<file path="src/hdl/ucps_pkg.sv">
package ucps_pkg;
   // register byte offsets
   localparam logic [11:0] UCPS_MCU_CONFIG_OFS = 12'h000;
   localparam logic [11:0] UCPS_IO_FUNCTION_CONFIG_OFS = 12'h004;
   localparam int UCPS_ADDR_W = 12;
   // mcu_config fields
   localparam int UCPS_XTAL_SEL_BIT = 8;
   localparam int UCPS_DBG_PROT_BIT = 4;
   localparam int UCPS_BOOT_MAP_BIT = 3;
   // io_function_config fields
   localparam int UCPS_XTAL_PIN_BIT = 9;
   localparam int UCPS_RST_PIN_BIT = 8;
   localparam int UCPS_SWCLK_LSB = 4;
   localparam int UCPS_SWDIO_LSB = 0;
   // reset values
   localparam logic UCPS_XTAL_SEL_RST = 1'b1;
   localparam logic UCPS_DBG_PROT_RST = 1'b1;
   localparam logic UCPS_BOOT_MAP_RST = 1'b1;
   localparam logic UCPS_XTAL_PIN_RST = 1'b1;
   localparam logic UCPS_RST_PIN_RST = 1'b1;
   localparam logic [3:0] UCPS_SWCLK_RST = 4'hF;
   localparam logic [3:0] UCPS_SWDIO_RST = 4'hF;
   // flash commands that drop debug protection
   localparam logic [3:0] UCPS_FCMD_UNPROT_A = 4'h6;
   localparam logic [3:0] UCPS_FCMD_UNPROT_B = 4'h7;
   // lowest code that maps a debug pin
   localparam logic [3:0] UCPS_DBG_CODE_MIN = 4'h5;
   localparam int UCPS_DBG_PINS = 11;
endpackage : ucps_pkg

</file>
<file path="src/hdl/ucps_dbg_decode.sv">
`timescale 1ns/1ps
`default_nettype none
module ucps_dbg_decode (
   input wire logic [3:0] code,
   output logic [ucps_pkg::UCPS_DBG_PINS-1:0] onehot
);
   import ucps_pkg::*;
   // code 0xF..0x5 maps to index 10..0, others select nothing
   genvar i;
   generate
      for (i = 0; i < UCPS_DBG_PINS; i++) begin : g_dec
         assign onehot[i] = (code == 4'(UCPS_DBG_CODE_MIN + 4'(i)));
      end
   endgenerate
endmodule : ucps_dbg_decode
`default_nettype wire

</file>
<file path="src/hdl/ucps_top.sv">
// Function
// - Crystal select bit 8 of mcu_config picks the fast crystal when set and the 32.768 kHz one when clear, reset one.
// - Boot mapping bit 3 boots main code when one and the in-system-programming code when zero, reset one.
// - Bit 9 of io_function_config gives P1.0/P1.1 to GPIO when zero and to the crystal when one.
// - Bit 8 of io_function_config zero puts external reset on P14 taking its GPIO away; one disables external reset.
// - Bits 7:4 route the debug clock to P13,P20,P01,P26,P23,P03,P05,P16,P07,P30,P22 for 0xF down to 0x5, taking GPIO away.
// - Any other debug clock code connects the debug clock to no pin.
// - Bits 3:0 route debug data to P12,P00,P15,P25,P24,P02,P04,P17,P06,P27,P21 for 0xF down to 0x5, taking GPIO away.
// - Any other debug data code connects debug data to no pin.
// - mcu_config sits at 0x000 and io_function_config at 0x004, both read and write.
//
// Chosen here: the placing of the registers and strobed register access.
`timescale 1ns/1ps
`default_nettype none
module ucps_top (
   input wire logic clk,
   input wire logic rstn,
   input wire logic [ucps_pkg::UCPS_ADDR_W-1:0] addr,
   input wire logic [31:0] wdata,
   input wire logic wr,
   input wire logic rd,
   output logic [31:0] rdata,
   input wire logic flash_cmd_valid,
   input wire logic [3:0] flash_function_command,
   output logic crystal_source_select,
   output logic debug_protect,
   output logic boot_mapping_select,
   output logic crystal_pin_assign,
   output logic ext_reset_enable,
   output logic [15:0] gpio_release,
   output logic [ucps_pkg::UCPS_DBG_PINS-1:0] swclk_pin_sel,
   output logic [ucps_pkg::UCPS_DBG_PINS-1:0] swdio_pin_sel,
   output logic swclk_enable,
   output logic swdio_enable
);
   import ucps_pkg::*;

   // -----------------------------------------------------------------
   // register state
   // -----------------------------------------------------------------
   logic xtal_sel_r;
   logic dbg_prot_r;
   logic boot_map_r;
   logic xtal_pin_r;
   logic rst_pin_r;
   logic [3:0] swclk_code_r;
   logic [3:0] swdio_code_r;
   logic [31:0] rdata_r;
   logic [31:0] rdata_nxt;
   logic [UCPS_DBG_PINS-1:0] clk_oh;
   logic [UCPS_DBG_PINS-1:0] dio_oh;
   logic wr_mcu;
   logic wr_io;
   logic unprot_cmd;

   function automatic logic hit(input logic [UCPS_ADDR_W-1:0] a,
                                input logic [UCPS_ADDR_W-1:0] ofs);
      hit = (a == ofs);
   endfunction : hit

   assign wr_mcu = wr && hit(addr, UCPS_MCU_CONFIG_OFS);
   assign wr_io = wr && hit(addr, UCPS_IO_FUNCTION_CONFIG_OFS);
   assign unprot_cmd = flash_cmd_valid &&
      ((flash_function_command == UCPS_FCMD_UNPROT_A) ||
       (flash_function_command == UCPS_FCMD_UNPROT_B));

   // -----------------------------------------------------------------
   // mcu_config
   // -----------------------------------------------------------------
   always_ff @(posedge clk or negedge rstn) begin
      if (!rstn) begin
         xtal_sel_r <= UCPS_XTAL_SEL_RST;
         boot_map_r <= UCPS_BOOT_MAP_RST;
      end else if (wr_mcu) begin
         xtal_sel_r <= wdata[UCPS_XTAL_SEL_BIT];
         boot_map_r <= wdata[UCPS_BOOT_MAP_BIT];
      end
   end

   // hardware unprotect wins over a software write in the same cycle
   always_ff @(posedge clk or negedge rstn) begin
      if (!rstn) begin
         dbg_prot_r <= UCPS_DBG_PROT_RST;
      end else if (unprot_cmd) begin
         dbg_prot_r <= 1'b1;
      end else if (wr_mcu) begin
         dbg_prot_r <= wdata[UCPS_DBG_PROT_BIT];
      end
   end

   // -----------------------------------------------------------------
   // io_function_config
   // -----------------------------------------------------------------
   always_ff @(posedge clk or negedge rstn) begin
      if (!rstn) begin
         xtal_pin_r <= UCPS_XTAL_PIN_RST;
         rst_pin_r <= UCPS_RST_PIN_RST;
         swclk_code_r <= UCPS_SWCLK_RST;
         swdio_code_r <= UCPS_SWDIO_RST;
      end else if (wr_io) begin
         xtal_pin_r <= wdata[UCPS_XTAL_PIN_BIT];
         rst_pin_r <= wdata[UCPS_RST_PIN_BIT];
         swclk_code_r <= wdata[UCPS_SWCLK_LSB +: 4];
         swdio_code_r <= wdata[UCPS_SWDIO_LSB +: 4];
      end
   end

   // -----------------------------------------------------------------
   // read path
   // -----------------------------------------------------------------
   always_comb begin
      rdata_nxt = 32'h0000_0000;
      if (rd && hit(addr, UCPS_MCU_CONFIG_OFS)) begin
         rdata_nxt[UCPS_XTAL_SEL_BIT] = xtal_sel_r;
         rdata_nxt[UCPS_DBG_PROT_BIT] = dbg_prot_r;
         rdata_nxt[UCPS_BOOT_MAP_BIT] = boot_map_r;
      end else if (rd && hit(addr, UCPS_IO_FUNCTION_CONFIG_OFS)) begin
         rdata_nxt[UCPS_XTAL_PIN_BIT] = xtal_pin_r;
         rdata_nxt[UCPS_RST_PIN_BIT] = rst_pin_r;
         rdata_nxt[UCPS_SWCLK_LSB +: 4] = swclk_code_r;
         rdata_nxt[UCPS_SWDIO_LSB +: 4] = swdio_code_r;
      end
   end

   // unmapped reads and idle cycles return zero
   always_ff @(posedge clk or negedge rstn) begin
      if (!rstn) begin
         rdata_r <= 32'h0000_0000;
      end else begin
         rdata_r <= rdata_nxt;
      end
   end
   assign rdata = rdata_r;

   // -----------------------------------------------------------------
   // pin routing
   // -----------------------------------------------------------------
   ucps_dbg_decode u_clk_dec (
      .code(swclk_code_r),
      .onehot(clk_oh)
   );
   ucps_dbg_decode u_dio_dec (
      .code(swdio_code_r),
      .onehot(dio_oh)
   );

   assign crystal_source_select = xtal_sel_r;
   assign debug_protect = dbg_prot_r;
   assign boot_mapping_select = boot_map_r;
   assign crystal_pin_assign = xtal_pin_r;
   assign ext_reset_enable = ~rst_pin_r;
   // index 0 is code 0x5, index 10 is code 0xF
   assign swclk_pin_sel = clk_oh;
   assign swdio_pin_sel = dio_oh;
   assign swclk_enable = |clk_oh;
   assign swdio_enable = |dio_oh;

   // gpio_release bit order: P10,P11,P14, then bit 3 for any swclk pin and
   // bit 4 for any swdio pin; swclk and swdio selects are ORed into bits 5..15
   // so swclk_pin_sel and swdio_pin_sel keep one bit per pad function taken
   assign gpio_release[0] = xtal_pin_r;
   assign gpio_release[1] = xtal_pin_r;
   assign gpio_release[2] = ~rst_pin_r;
   assign gpio_release[3] = |clk_oh;
   assign gpio_release[4] = |dio_oh;
   assign gpio_release[15:5] = clk_oh | dio_oh;
endmodule : ucps_top
`default_nettype wire

</file>
<file path="config.mk">
export PLATFORM = sky130hd
export DESIGN_NAME = ucps_top
export DESIGN_NICKNAME = d
export VERILOG_FILES = /design/src/hdl/ucps_pkg.sv /design/src/hdl/ucps_dbg_decode.sv /design/src/hdl/ucps_top.sv
export SDC_FILE = /design/constraint.sdc
export NUM_CORES = 1
export LEC_CHECK = 0
export ABC_AREA = 0
export BUFFER_PORTS_ARGS = -buffer_cell sky130_fd_sc_hd__buf_4
export CORE_ASPECT_RATIO = 0.75
export CORE_MARGIN = 2
export CORE_UTILIZATION = 41
export CTS_BUF_LIST = sky130_fd_sc_hd__clkbuf_4 sky130_fd_sc_hd__clkbuf_8
export DETAILED_ROUTE_END_ITERATION = 16
export GPL_TIMING_DRIVEN = 0
export PLACE_DENSITY = 0.87
export SLEW_MARGIN = 20
export SYNTH_ARGS = -nofsm -noshare
export SYNTH_HDL_FRONTEND = slang
export SYNTH_SLANG_ARGS = --single-unit
</file>
<file path="constraint.sdc">
create_clock -name clk -period 2.8 [get_ports clk]
set_input_delay 0.28 -clock clk [delete_from_list [all_inputs] [get_ports clk]]
set_output_delay 0.28 -clock clk [all_outputs]
set_load 0.005 [all_outputs]
</file>
After elaboration in Yosys (flattened, before gate mapping)
Cells that the tools add are included.

storage, ports and cells
  output and inout port bits = 77
  register bits = 23
  logic and storage cells = 53

operators by class
  equality and inequality tests = 25
  reduce and logical (&&, ||, !) cells = 10
  muxes and demuxes = 8
  bitwise gates (word level) = 2

operators by type and width
  operator               number
  $eq A4 B4 Y1 const B   16
  $eq A4 B3 Y1 const B   8
  $reduce_or A11 Y1      2
  $eq A12 B3 Y1 const B  1
  $logic_not A12 Y1      1
  $or A11 B11 Y11        1
  $mux W10               1
  $mux W3                2
  $logic_and A1 B1 Y1    5
  $mux W1                4
  $mux W2                1
  $reduce_bool A2 Y1     1
  $logic_or A1 B1 Y1     1
  $not A1 Y1             1

Longest topological paths before layout
  depth in word-level cells = 4
  gate-level depth with buffers = 5
  mapped depth without buffers = 3

Hierarchy
A second synthesis with hierarchy kept.

second synthesis, totals
  cell total of the unflattened synthesis = 146
  area, all modules = 1,671.6 um2

by module, submodules not included
  module           area each (um2)  instances  seq. area each (um2)  cells an instance
  ucps_top         1,311.3          1          591.8                 116
  ucps_dbg_decode  180.2            2          0.0                   15

Least setup slack after synthesis
OpenSTA, ideal clock, no wires.

  path type = input port to flip-flop
  start = in addr[6] (netlist name)
  end = reg xtal_pin_r (netlist: crystal_pin_assign)
  path slack = 0.943 ns
  path buffers = 1
  data arrival time = 1.774 ns
  stages = 4
  cells stage by stage = or4_1 or4_4 buf_6 mux2_4

between the ends
  word-level cells in the longest chain between the ends = 2

ends and longest elaborated chain
  item                    RTL line         text
  start: declaration      ucps_top.sv:18   input wire logic [ucps_pkg::UCPS_ADDR_W-1:0] addr,
  $eq A12 B3 Y1           ucps_top.sv:58   hit = (a == ofs);
  $logic_and A1 B1 Y1     ucps_top.sv:62   assign wr_io = wr && hit(addr, UCPS_IO_FUNCTION_CONFIG_OFS);
  end signal: assignment  ucps_top.sv:101  xtal_pin_r <= wdata[UCPS_XTAL_PIN_BIT];
  end: declaration        ucps_top.sv:44   logic xtal_pin_r;

Every way passes these cells.
A chain may end at the register's enable or synchronous reset.

Final worst setup path
  start = reg swclk_code_r[0]
  end = out gpio_release[8]

between the ends
  word-level cells in the longest chain between the ends = 2

ends and longest elaborated chain
  item                      RTL line               text
  start: declaration        ucps_top.sv:46         logic [3:0] swclk_code_r;
  start signal: assignment  ucps_top.sv:103        swclk_code_r <= wdata[UCPS_SWCLK_LSB +: 4];
  $eq A4 B4 Y1              ucps_dbg_decode.sv:12  assign onehot[i] = (code == 4'(UCPS_DBG_CODE_MIN + 4'(i)));
  $or A11 B11 Y11           ucps_top.sv:166        assign gpio_release[15:5] = clk_oh | dio_oh;
  end: declaration          ucps_top.sv:30         output logic [15:0] gpio_release,

Every way passes these cells.

==> impl_metrics.yaml <==
cells_and_area:
  nets: 309
  layout_common_cells: "buf_4 (110), nor2_1 (24), conb_1 (22)"
  ff_latch_area_um2: 592
  syn_to_final_growth_pct: 56.2
  drive_gt1_share_pct: 57.3
  fillCellCount: 276
  final_area_um2: 2250
  layout_commonest_cell: "buf_4"
  multi_input_area_um2: 704
  n_antenna_cell: 0
worst_setup_path:
  r2r_start: "swdio_code_r[1]"
  reg2regPathDepth: 2
  startpoint_type: "flip-flop"
  timing.rr.end: "rdata[1]"
  critical_path_class: "flip-flop to output pin"
  crit_chain: "nand2b_1, nor3_1, or2_2, buf_4"
  path_delay_family: "simple AND/OR/NAND/NOR gates"
  reg2reg_slack_ps: 1880
  path_buf_inv: 1
  worstPathRequired_ps: 2520
  worst_path_max_delay_cell: "dfstp_2"
  end_kind: "output pin"
  arrival_ps: 1710
  slowest_delay_ps: 620
  worst-path-max-fanout: 7
clock_network:
  cts_resized: 0
  insertion_delay_ps: 260
  root_buffer: "clkbuf_8"
  clk_pin_slew_ps: 80
  cts_setup_buffers: 0
  clock_path_buffers: 2
  htree_levels: 1
  clock-sinks: 23
  cts_made_buffers: 3
  ctsHoldBuffers: 1
  tritoncts: "yes"
timing:
  final_max_slew_viol_count: 0
  clock_skew_ps: 0.687
  hold_violations: 0
  setup_tns_ps: 0
  period_share_pct: 71.2
  max_slew_margin_pct: 42.8
  fmax_mhz: 502
  worstMarginPinSlew_ps: 850
  fin_crit_ps: 1990
  setup_violations: 0
  rsz0062_at_grt: "no"
run_status:
  outcome: "finished, final reports clean"
floorplan:
  die-area_um2: 4000
  start_util_pct: 43.2
  die_h_um: 55.3
  rows: 18
  core_um2: 3330
  die_w_um: 72.4
  io_pins: 130
placement:
  routabilityCongestion: 0.824
  portBuffers: 83
  post_dp_cell_area_um2: 2190
  hpwlAfterDp_um: 2990
power:
  ir_drop_mv: 0.225
  p_per_area_nw_per_um2: 278
  p_leak_uw: 0.00121
synth:
  synth-seq-area-share_pct: 41.1
  synth_area_leaders: "dfstp_2 (24%), dfrtp_1 (17%), buf_4 (14%), mux2_4 (10%), nor2_1 (6.3%)"
  syn_area_per_cell_um2: 9.86
  netlist_area_um2: 1440
  synth_cell_type_count: 27
  synth_edf_count: 0
  async_flop_share_pct: 100
  ys_warn_count: 0
  yosysTopAreaCellShare_pct: 23.7
  syn-instance-count: 146
  ys_ff_latch: 23
  yosysTopAreaCell: "dfstp_2"
  synth_top_flop_cell: "dfstp_2"
detailed_routing:
  drtAntennaViolNets: 0
  drtIter0Drc: 40
  drtPass1Iterations: 4
  drc_errors: 0
  wl_per_cell_um: 12.5
  routed_via_density: 4.54
  postRouteWirelength_um: 3680
  vias: 1338
min_path:
  min_from: "wdata[1]"
  hold_class: "input port to flip-flop"
  hold_path_end: "swdio_code_r[1]"
  min_path_cells: 2
global_route:
  gr-total-overflow: 0
  top_usage_layer: "met2"
  grt_max_degree: 24
  grt_use_total_pct: 19.0
  use_met3_pct: 4.93
  use_met1_pct: 23.1
  use_met2_pct: 33.8
  grt_pass1_wl_um: 5970
  grt_pass1_vias: 1266
  antenna_found_initial: 0
run:
  cap_violations: 0
==> how the worst max path moves through the flow <==
stage | start | endpoint | slack (ps) | cells past startpoint
after floorplan | addr[6] | crystal_pin_assign | 940 | 4
after CTS | swclk_code_r[0] | gpio_release[8] | 820 | 4
after global placement | addr[6] | swclk_code_r[1] | 780 | 5
after global routing | swclk_code_r[0] | gpio_release[8] | 690 | 4
final | swclk_code_r[0] | gpio_release[8] | 810 | 4
after detailed placement | addr[6] | crystal_pin_assign | 760 | 5
==> synth_stat cells (2+ instances only) <==
library cell	n
buf_4	27
and2_1	6
nand4_1	2
nor4_1	4
dfrtp_1	10
mux2_4	10
mux2_2	2
dfstp_2	13
nand2b_1	9
nand2_1	6
or2_2	4
nor2_1	24
mux2i_1	4
o22ai_1	8
or4_4	2
nor3_1	4
==> worst reg2reg max path, cell delays in order, from the launching register on <==
cell and delay, ps:
dfstp_2 580, nand3_1 80, nor4_1 170
==> area by class of cell <==
class / count / share of cell area, %
Timing Repair Buffer: 84 / 28.2
Multi-Input combinational cell: 114 / 31.3
Sequential cell: 23 / 26.3
Inverter: 1 / 0.167
Buffer: 29 / 9.69
Tap cell: 40 / 2.23
Clock buffer: 3 / 1.84
Clock inverter: 1 / 0.223
==> where the power goes <==
group / total [uW] / internal (uW) / switching (uW) / leakage, uW
Clock: 201 / 99.2 / 101 / 0.0000255
Combinational: 86.7 / 53.8 / 32.9 / 0.000911
Sequential: 337 / 336 / 1.84 / 0.000274
==> layer usage <==
layer / wire [um] / vias to the layer above / part of all wire (%)
li1: - / 670 / -
met1: 1490 / 612 / 41
met2: 1900 / 54 / 52
met3: 276 / 2 / 7.5
met4: 13 / 0 / 0.35
met5: 0 / - / 0
==> stage by stage <==
| stage | utilization (%) | hold slack, ps | cells | total power [uW] | setup WS [ps] |
|---|---|---|---|---|---|
| floorplan | - | -15.6 | 167 | 384 | 943 |
| global placement | 65.7 | 179 | 290 | 426 | 781 |
| detailed placement | 65.7 | 182 | 290 | 428 | 765 |
| CTS | 67.4 | 236 | 295 | 634 | 818 |
| global route | 67.4 | 233 | 295 | 664 | 690 |
| finish | 67.4 | 246 | 295 | 625 | 806 |
==> cells by family after synthesis <==
family	count (synthesis)	share of synthesized area, %
AND/OR/NAND/NOR	66	24.1
flip-flops	23	41.1
other	1	0.261
AO/OA/AOI/OAI	10	4.35
multiplexers	16	14.8
buffers and inverters	30	15.4
==> sequential cells by signal, indices dropped and copies added, names as in the netlist <==
register,flops
rdata,10
swdio_code_r,4
crystal_source_select,1
crystal_pin_assign,1
boot_mapping_select,1
rst_pin_r,1
swclk_code_r,4
debug_protect,1
Power figures use the tool's default switching activity.
